`src/inc/addr_gen_pkg.sv`:
```
package addr_gen_pkg;

    // ****************************************************************
    // Branch modes for the next instruction pointer.
    // ****************************************************************
    typedef enum logic [2:0] {
        BR_NONE,
        BR_RELATIVE,
        BR_ABSOLUTE,
        BR_SHORT_CALL,
        BR_TABLE_CALL,
        BR_REGISTER
    } branch_mode_e;

    // ****************************************************************
    // Operand addressing modes.
    // ****************************************************************
    typedef enum logic [3:0] {
        OP_IMPLIED,
        OP_REGISTER,
        OP_DIRECT,
        OP_SHORT_DIRECT,
        OP_SPECIAL,
        OP_INDIRECT_POINTER,
        OP_INDIRECT_BASE,
        OP_BASED,
        OP_BASED_INDEX_HIGH,
        OP_BASED_INDEX_LOW
    } operand_mode_e;

    localparam logic [15:0] SHORT_CALL_BASE = 16'h0800;
    localparam logic [15:0] TABLE_BASE = 16'h0040;
    localparam logic [7:0] SHORT_DIRECT_SPLIT = 8'h20;
    localparam logic [6:0] SHORT_DIRECT_HIGH = 7'h7f;
    localparam logic [7:0] SPECIAL_HIGH = 8'hff;
    localparam logic [15:0] RESET_POINTER = 16'h0000;

    // Byte register codes, in order.
    localparam logic [2:0] REG_X = 3'h0;
    localparam logic [2:0] REG_A = 3'h1;
    localparam logic [2:0] REG_C = 3'h2;
    localparam logic [2:0] REG_B = 3'h3;
    localparam logic [2:0] REG_E = 3'h4;
    localparam logic [2:0] REG_D = 3'h5;
    localparam logic [2:0] REG_L = 3'h6;
    localparam logic [2:0] REG_H = 3'h7;

    // Pair register codes, in order.
    localparam logic [1:0] PAIR_ACC = 2'h0;
    localparam logic [1:0] PAIR_BC = 2'h1;
    localparam logic [1:0] PAIR_POINTER = 2'h2;
    localparam logic [1:0] PAIR_BASE = 2'h3;

endpackage

```
`src/logic/addr_gen.sv`:
```
`timescale 1ns/1ns
module addr_gen
    import addr_gen_pkg::*;
(
    input wire logic REF_CLK, // core clock
    input wire logic RST_B, // asynchronous reset, active low
    input wire logic FETCH_DONE, // instruction fetched, pointer updates
    input wire logic [2:0] INSTR_LENGTH, // bytes in fetched instruction
    input wire branch_mode_e BRANCH_MODE, // branch taken and its kind
    input wire logic [7:0] SIGNED_BRANCH_DISPLACEMENT, // relative offset
    input wire logic [15:0] IMMEDIATE_WORD, // 16-bit immediate field
    input wire logic [10:0] SHORT_CALL_ADDR, // 11-bit call immediate
    input wire logic [7:0] OPCODE_BYTE, // opcode, bits 1-5 pick table
    input wire logic [15:0] TABLE_ENTRY, // word read from the table
    input wire operand_mode_e OPERAND_MODE, // operand addressing mode
    input wire logic [7:0] IMMEDIATE_BYTE, // 8-bit immediate field
    input wire logic [2:0] BYTE_REG_CODE, // byte register code
    input wire logic [1:0] PAIR_REG_CODE, // pair register code
    input wire logic PAIR_SELECT, // 1 selects pair code, 0 byte code
    input wire logic BANK_SELECT_LOW, // bank select flag 0
    input wire logic BANK_SELECT_HIGH, // bank select flag 1
    input wire logic [63:0] BANK_REGS, // selected bank, X in low byte
    input wire logic OPERAND_REQ, // operand address request
    output logic [15:0] INSTRUCTION_POINTER, // program counter
    output logic [15:0] TABLE_ADDR, // address of table entry to read
    output logic [15:0] OPERAND_ADDR, // memory effective address
    output logic OPERAND_IS_REG, // operand is a general register
    output logic [4:0] REG_INDEX, // register file byte index
    output logic REG_IS_PAIR, // register operand is a pair
    output logic OPERAND_VALID // address outputs updated this cycle
);

    // ****************************************************************
    // Helper functions.
    // ****************************************************************
    // Widens an unsigned byte for the based forms; the carry of the
    // sum that follows is dropped on purpose, so addresses wrap.
    function automatic logic [15:0] zext(input logic [7:0] value);
        zext = {8'h00, value};
    endfunction

    // Copies the sign bit of a branch offset into the upper byte.
    function automatic logic [15:0] sext(input logic [7:0] value);
        sext = {{8{value[7]}}, value};
    endfunction

    // Register file index of a byte or a pair in the chosen bank. The
    // implied and the named register forms both go through here.
    function automatic logic [4:0] reg_index(input logic [1:0] bank_sel,
                                             input logic is_pair,
                                             input logic [2:0] byte_code,
                                             input logic [1:0] pair_code);
        if (is_pair) begin
            reg_index = {bank_sel, pair_code, 1'b0};
        end else begin
            reg_index = {bank_sel, byte_code};
        end
    endfunction

    // ****************************************************************
    // Selected bank, unpacked into bytes and pairs.
    // ****************************************************************
    logic [1:0] bank;
    logic [7:0] bank_byte [8];
    logic [15:0] bank_pair [4];
    logic [15:0] accumulator_pair;
    logic [15:0] pointer_pair;
    logic [15:0] base_pair;
    logic [7:0] index_high;
    logic [7:0] index_low;

    assign bank = {BANK_SELECT_HIGH, BANK_SELECT_LOW};

    // Codes count up through the bank in order, so a byte code and the
    // pair code that covers it land on the same storage.
    genvar n;
    generate
        for (n = 0; n < 8; n = n + 1) begin : g_byte
            assign bank_byte[n] = BANK_REGS[n * 8 +: 8];
        end
        for (n = 0; n < 4; n = n + 1) begin : g_pair
            assign bank_pair[n] = BANK_REGS[n * 16 +: 16];
        end
    endgenerate

    assign accumulator_pair = bank_pair[PAIR_ACC];
    assign pointer_pair = bank_pair[PAIR_POINTER];
    assign base_pair = bank_pair[PAIR_BASE];
    assign index_high = bank_byte[REG_B];
    assign index_low = bank_byte[REG_C];

    // ****************************************************************
    // Branch targets.
    // ****************************************************************
    logic [15:0] sequential;
    logic [15:0] relative_target;
    logic [15:0] short_call_target;
    logic [15:0] next_pointer;

    // The next instruction starts right after the bytes just fetched.
    assign sequential = INSTRUCTION_POINTER + {13'h0000, INSTR_LENGTH};
    // The offset counts from the next instruction, not from this one.
    assign relative_target = sequential + sext(SIGNED_BRANCH_DISPLACEMENT);
    // Bit 11 is always set, which keeps the target between 0800h and
    // 0fffh whatever the 11-bit field holds.
    assign short_call_target = SHORT_CALL_BASE | {5'h00, SHORT_CALL_ADDR};
    // Table entries are words, so bits 1-5 address them directly.
    assign TABLE_ADDR = TABLE_BASE | {10'h000, OPCODE_BYTE[5:1], 1'b0};

    // ****************************************************************
    // Next instruction pointer.
    // ****************************************************************
    always_comb begin
        case (BRANCH_MODE)
            BR_NONE: begin
                next_pointer = sequential;
            end
            BR_RELATIVE: begin
                next_pointer = relative_target;
            end
            BR_ABSOLUTE: begin
                next_pointer = IMMEDIATE_WORD;
            end
            BR_SHORT_CALL: begin
                next_pointer = short_call_target;
            end
            BR_TABLE_CALL: begin
                next_pointer = TABLE_ENTRY;
            end
            BR_REGISTER: begin
                next_pointer = accumulator_pair;
            end
            default: begin
                // Unused codes fall back to a plain step.
                next_pointer = sequential;
            end
        endcase
    end

    always_ff @(posedge REF_CLK or negedge RST_B) begin
        if (!RST_B) begin
            INSTRUCTION_POINTER <= RESET_POINTER;
        end else if (FETCH_DONE) begin
            INSTRUCTION_POINTER <= next_pointer;
        end
    end

    // ****************************************************************
    // Operand effective address.
    // ****************************************************************
    logic short_direct_upper;
    logic [15:0] short_direct_addr;
    logic [15:0] special_addr;
    logic [15:0] based_addr;
    logic [15:0] index_high_addr;
    logic [15:0] index_low_addr;
    logic [15:0] next_operand;

    // Immediates below 20h reach the register area from ff00h and the
    // rest reach RAM from fe20h, so the window is one 256-byte span.
    assign short_direct_upper = IMMEDIATE_BYTE < SHORT_DIRECT_SPLIT;
    assign short_direct_addr = {SHORT_DIRECT_HIGH, short_direct_upper,
                                IMMEDIATE_BYTE};
    assign special_addr = {SPECIAL_HIGH, IMMEDIATE_BYTE};
    assign based_addr = base_pair + zext(IMMEDIATE_BYTE);
    assign index_high_addr = base_pair + zext(index_high);
    assign index_low_addr = base_pair + zext(index_low);

    always_comb begin
        next_operand = 16'h0000;
        case (OPERAND_MODE)
            OP_DIRECT: begin
                next_operand = IMMEDIATE_WORD;
            end
            OP_SHORT_DIRECT: begin
                next_operand = short_direct_addr;
            end
            OP_SPECIAL: begin
                next_operand = special_addr;
            end
            OP_INDIRECT_POINTER: begin
                next_operand = pointer_pair;
            end
            OP_INDIRECT_BASE: begin
                next_operand = base_pair;
            end
            OP_BASED: begin
                next_operand = based_addr;
            end
            OP_BASED_INDEX_HIGH: begin
                next_operand = index_high_addr;
            end
            OP_BASED_INDEX_LOW: begin
                next_operand = index_low_addr;
            end
            default: begin
                // Register and implied forms name no memory address.
                next_operand = 16'h0000;
            end
        endcase
    end

    // ****************************************************************
    // Register operand select.
    // ****************************************************************
    logic next_is_reg;
    logic next_is_pair;
    logic [4:0] next_index;

    always_comb begin
        next_is_reg = 1'b0;
        next_is_pair = 1'b0;
        next_index = 5'h00;
        case (OPERAND_MODE)
            OP_IMPLIED: begin
                // Multiply, divide, adjust and rotate name no operand;
                // the accumulator is implied.
                next_is_reg = 1'b1;
                next_is_pair = PAIR_SELECT;
                next_index = reg_index(bank, PAIR_SELECT, REG_A, PAIR_ACC);
            end
            OP_REGISTER: begin
                next_is_reg = 1'b1;
                next_is_pair = PAIR_SELECT;
                next_index = reg_index(bank, PAIR_SELECT, BYTE_REG_CODE,
                                       PAIR_REG_CODE);
            end
            default: begin
                next_is_reg = 1'b0;
                next_is_pair = 1'b0;
                next_index = 5'h00;
            end
        endcase
    end

    // ****************************************************************
    // Operand outputs.
    // ****************************************************************
    // Each output but OPERAND_VALID holds until the next request, so the memory path may
    // use it for as long as the instruction needs.
    always_ff @(posedge REF_CLK or negedge RST_B) begin
        if (!RST_B) begin
            OPERAND_ADDR <= 16'h0000;
        end else if (OPERAND_REQ) begin
            OPERAND_ADDR <= next_operand;
        end
    end

    always_ff @(posedge REF_CLK or negedge RST_B) begin
        if (!RST_B) begin
            OPERAND_IS_REG <= 1'b0;
        end else if (OPERAND_REQ) begin
            OPERAND_IS_REG <= next_is_reg;
        end
    end

    always_ff @(posedge REF_CLK or negedge RST_B) begin
        if (!RST_B) begin
            REG_INDEX <= 5'h00;
        end else if (OPERAND_REQ) begin
            REG_INDEX <= next_index;
        end
    end

    always_ff @(posedge REF_CLK or negedge RST_B) begin
        if (!RST_B) begin
            REG_IS_PAIR <= 1'b0;
        end else if (OPERAND_REQ) begin
            REG_IS_PAIR <= next_is_pair;
        end
    end

    // Follows OPERAND_REQ one cycle later; back-to-back requests hold it high as a level.
    always_ff @(posedge REF_CLK or negedge RST_B) begin
        if (!RST_B) begin
            OPERAND_VALID <= 1'b0;
        end else begin
            OPERAND_VALID <= OPERAND_REQ;
        end
    end

endmodule

```
`config.mk`:
```
export PLATFORM = sky130hd
export DESIGN_NAME = addr_gen
export DESIGN_NICKNAME = d
export VERILOG_FILES = /design/src/inc/addr_gen_pkg.sv /design/src/logic/addr_gen.sv
export SDC_FILE = /design/constraint.sdc
export NUM_CORES = 1
export LEC_CHECK = 0
export CELL_PAD_IN_SITES_DETAIL_PLACEMENT = 2
export CELL_PAD_IN_SITES_GLOBAL_PLACEMENT = 2
export CORE_ASPECT_RATIO = 1.1
export CORE_MARGIN = 4
export CORE_UTILIZATION = 32
export CTS_CLUSTER_SIZE = 10
export DETAILED_ROUTE_END_ITERATION = 10
export DONT_BUFFER_PORTS = 1
export PLACE_DENSITY = 0.88
export SYNTH_ARGS = -nofsm -noshare
export SYNTH_HDL_FRONTEND = slang
export SYNTH_SLANG_ARGS = --single-unit
```
`constraint.sdc`:
```
create_clock -name REF_CLK -period 3 [get_ports REF_CLK]
set_clock_uncertainty 0.1 [all_clocks]
set_input_delay 0.3 -clock REF_CLK [delete_from_list [all_inputs] [get_ports REF_CLK]]
set_output_delay 0.3 -clock REF_CLK [all_outputs]
set_load 0.01 [all_outputs]
```
Word level (Yosys, flattened, before mapping) --
Cells that the tools add are included.
Storage, ports and cells: register bits 40, input port bits 153, output and inout bits 56, logic and storage cells 35
Cells by class: add/sub/neg operators 5, magnitude comparators 1, equal/unequal tests 14, muxes and demuxes 7, reductions and logical operators 2
Operators by type and width (number):
- 16-bit one-hot mux with 8 select lines | 1
- 16-bit one-hot mux with 5 select lines | 1
- 16-bit by 8-bit adder with 16-bit output | 3
- 16-bit adder | 1
- 16-bit by 3-bit adder with 16-bit output | 1
- 4-bit by 3-bit equality test with 1-bit output (second input constant) | 4
- 5-bit one-hot mux with 2 select lines | 1
- 4-bit by 2-bit equality test with 1-bit output (second input constant) | 2
- 4-bit equality test (second input constant) | 2
- 8-bit by 6-bit < comparator with 1-bit output (second input constant) | 1
- 3-bit by 2-bit equality test with 1-bit output (second input constant) | 2
- 3-bit equality test (second input constant) | 2
- 4-bit by 1-bit equality test with 1-bit output (second input constant) | 1
- 4-bit zero test | 1
- 3-bit by 1-bit equality test with 1-bit output (second input constant) | 1
- 1-bit 2-to-1 mux | 3
- 3-bit 2-to-1 mux | 1
- 2-bit OR reduction | 1

Longest topological paths before layout --
depth in word-level cells 3, gate-level depth with buffers 14, depth with buffers taken out 13

Least setup slack after synthesis --
Ideal clock, no wire load.
path type reg2reg, start point register INSTRUCTION_POINTER[0], end point register INSTRUCTION_POINTER[15], library setup time 0.128 ns, arrival 3.069 ns, data required time 2.772 ns, slack -0.297 ns, cell stages (with the launch flop) 14, buffers on the path 0, clock period less this slack 3.297 ns, path through dfrtp_1 -> ha_1 -> fa_1 -> a21oi_1 -> nor2_1 -> and4_1 -> xnor2_1 -> ha_1 -> a21o_1 -> a31o_2 -> a21oi_1 -> o21ai_0 -> xnor2_1 -> o22ai_1
Between the ends: longest elaborated chain between the ends 3
Ends and longest elaborated chain:
- start, declared | RTL line addr_gen.sv:24 | output logic [15:0] INSTRUCTION_POINTER,
- start signal, assigned | RTL line addr_gen.sv:144 | INSTRUCTION_POINTER <= next_pointer;
- 16-bit by 3-bit adder with 16-bit output (*) | RTL line addr_gen.sv:101 | assign sequential = INSTRUCTION_POINTER + {13'h0000, INSTR_LENGTH};
- 16-bit adder | RTL line addr_gen.sv:103 | assign relative_target = sequential + sext(SIGNED_BRANCH_DISPLACEMENT);
- 16-bit one-hot mux with 5 select lines (*) | RTL line addr_gen.sv:114 | case (BRANCH_MODE)
Every way passes the cells marked *; elsewhere a longest branch is shown, timed or not. A chain may end at the register's enable or synchronous reset.

Worst setup path after layout --
start point register INSTRUCTION_POINTER[2], end point register INSTRUCTION_POINTER[12]
Same word-level chain as after synthesis.

==> run summary <==
Status - finished, violations left
Failing checks - setup timing
Die Area - 16300 um2
Drt wl/cell - 31.2 um
Clk_lat worst skew - 0.29 ns
Worst-path clk slew - 0.07 ns
Top-count cell post-synth - a21oi_1
Primary FF master, synth - dfrtp_1
Clock Sinks - 40
Via Count - 5371
Antenna violations before repair - 1
Post-DP HPWL - 17.3 mm
Routed Antenna Nets - 0
Synth area leader - dfrtp_1
Final instance area - 6070 um2
Crit path capture type - flop
Min Tclk post-route - 3.37 ns
CP max FO - 8
Largest net degree at the start of global routing - 41
Clock root buffer master - clkbuf_16
Sequential fraction of the synthesis area - 21.9%
Mapped cell area - 4580 um2
WL final - 25.8 mm
Die X - 122 um
Num CTS Buffers - 5
Slew Limit Fails - 0
Pre-CTS setup slack - -0.346 ns
Finished Layout Cells - 825
Ports - 209
CTS tree - yes
First-pass GRT wire length - 34.3 mm
Total placed cells including tap cells - 790
Final setup viols - 11
Crit path DAT - 3.41 ns
Pwr per Cell Area - 613 nW/um2
DR iter-0 viols - 303
Post-place instance area - 5100 um2
Via/cell ratio - 6.51
Final net count - 819
Critical setup path kind - flop to flop
Initial Utilization - 32.9%
# DRC - 0
Layout fillers - 1513
Core area - 13900 um2
DR pass1 iterations - 6
H-tree depth - 2
Area Growth Syn to Fin - 32.7%
WP data required - 3.04 ns
Clock Path Buffers - 2
GRT Util Overall - 27.0%
Top post-synthesis cells by count - 68 x a21oi_1, 44 x nor2_1, 43 x nand2_1, 40 x dfrtp_1, 29 x o21ai_0
Avg Synthesized Cell Area - 7.88 um2
Hold Path Class - input pin to flop
Count of input and output buffers - 0
Setup ws final - -0.371 ns
P_leak - 0.00253 uW
Ys Warns - 0
VDD IR max - 0.411 mV
FP Rows - 45
Synth top area share - 21.9%
Distinct cells, synth - 67
Slew HR - 37.2%
Async SR Flop Fraction - 100%
Total gr overflow - 0
Vias in the first global route - 5771
EDFF count, synth - 0
Share of cells above drive strength 1 - 26.9%
RD Place Congestion - 0.916
Synth area leaders - dfrtp_1 22%, ha_1 7.7%, a21oi_1 7.4%, mux2i_1 4.4%, xnor2_1 3.8%
Max_cap viols - 0
Die Y - 133 um
Final Hold Vio Count - 0
RSZ-0062 raised after global routing - yes
Worst-Margin Slew - 0.933 ns
Peak Freq - 297 MHz
Seq cells post-synth - 40
Crit share post-route - 112%
Synth Instances - 581
CP startpoint kind - flop
final cells by class:
| type | count | area (um2) | area share [%] |
|---|---|---|---|
| multi-input cells | 482 | 3870 | 63.7 |
| inverters | 21 | 78.8 | 1.30 |
| diodes | 1 | 2.50 | 0.0412 |
| repair buffers | 85 | 714 | 11.8 |
| clock buffers | 5 | 125 | 2.06 |
| clock inverters | 3 | 46.3 | 0.762 |
| well taps | 188 | 235 | 3.87 |
| flip-flops and latches | 40 | 1000 | 16.5 |
sequential cells by signal, indices dropped and copies added, names as in the netlist:
name / flops
OPERAND_ADDR: 16
REG_IS_PAIR: 1
OPERAND_VALID: 1
REG_INDEX: 5
OPERAND_IS_REG: 1
INSTRUCTION_POINTER: 16
power by group:
group	internal (uW)	total [uW]	switching (uW)
clock	397	673	276
combinational	1100	2360	1260
sequential	605	694	88.3
total	2100	3730	1620
stage by stage:
stage	TNS (ns)	hold slack, ns	total power (uW)	utilization, %
5_1_grt	-3.27	0.00662	3870	43.7
3_5_place_dp	-2.74	-0.0945	2210	36.7
3_3_place_gp	-0.663	-0.0945	2070	36.7
6_report	-2.53	0.0194	3730	43.7
4_1_cts	-1.40	0.00381	3160	40.5
2_1_floorplan	-0.189	-0.0956	1640	-
metal layers:
| metal | wire [um] | vias up | GRT usage (%) |
|---|---|---|---|
| li1 | - | 2292 | - |
| met1 | 9130 | 2743 | 29.5 |
| met2 | 13700 | 279 | 49.7 |
| met3 | 2050 | 57 | 6.92 |
| met4 | 875 | 0 | 9.59 |
| met5 | 0 | - | 0 |
logic make-up after synthesis:
| kind of cell | synth area share (%) |
|---|---|
| AOI/OAI and AO/OA | 32.3 |
| and+or+nand+nor | 18.5 |
| buffers and inverters | 7.03 |
| DFF | 21.9 |
| xor gates and xnor gates | 6.12 |
| adders and majority gates | 8.97 |
| muxes | 5.11 |
| other | 0.164 |
repair_timing:
item / 4_1_cts / 5_1_grt
endpoints found under the hold margin: 45 / 0
endpoints found under the setup margin: 10 / 12
buffers inserted: 11 / 12
resized for setup: 44 / 56
hold buffers: 4 / 0
pin swaps: 18 / 28
cell usage in the layout (no fill, tap or decap), types with 5 or more instances in the layout:
cell type  instances
buf_4             68
a21oi_1           59
nor2_1            41
dfrtp_1           40
nand2_1           40
o21ai_0           23
mux2i_1           20
inv_1             19
ha_1              16
nand3_1           15
a222oi_1          15
o22ai_1           14
xnor2_1           13
a31oi_1           13
buf_6             13
ha_4              11
conb_1            11
a21o_1            10
o211ai_1           9
xor2_1             8
o21a_1             8
nand4_1            7
nor3_1             7
a21oi_4            6
xnor2_2            5
and3_1             5
o2bb2ai_1          5
a22o_1             5
o22a_1             5
nor2b_1            5
clkbuf_16          5
critical path: stages (launching register included):
cell	delay [ns]
dfrtp_1	0.44
ha_4	0.35
nand3_2	0.16
a21oi_4	0.26
buf_4	0.21
xor2_1	0.26
ha_1	0.33
nand3_1	0.17
a21boi_1	0.28
or4_4	0.19
a21oi_2	0.04
nor3_2	0.25
o221ai_1	0.17
final timing paths:
check,end,slack [ns],cells past startpoint,from
worst max-delay path,INSTRUCTION_POINTER[12],-0.37,12,INSTRUCTION_POINTER[2]
worst min-delay path,INSTRUCTION_POINTER[7],0.02,1,FETCH_DONE
worst max register to register,INSTRUCTION_POINTER[12],-0.37,12,INSTRUCTION_POINTER[2]
worst min register to register,OPERAND_ADDR[5],0.46,1,OPERAND_ADDR[5]
max in group asynchronous,OPERAND_ADDR[15],2.15,2,RST_B
min in group asynchronous,OPERAND_ADDR[3],0.44,2,RST_B
Note: power is estimated with default switching activity, not from simulation.
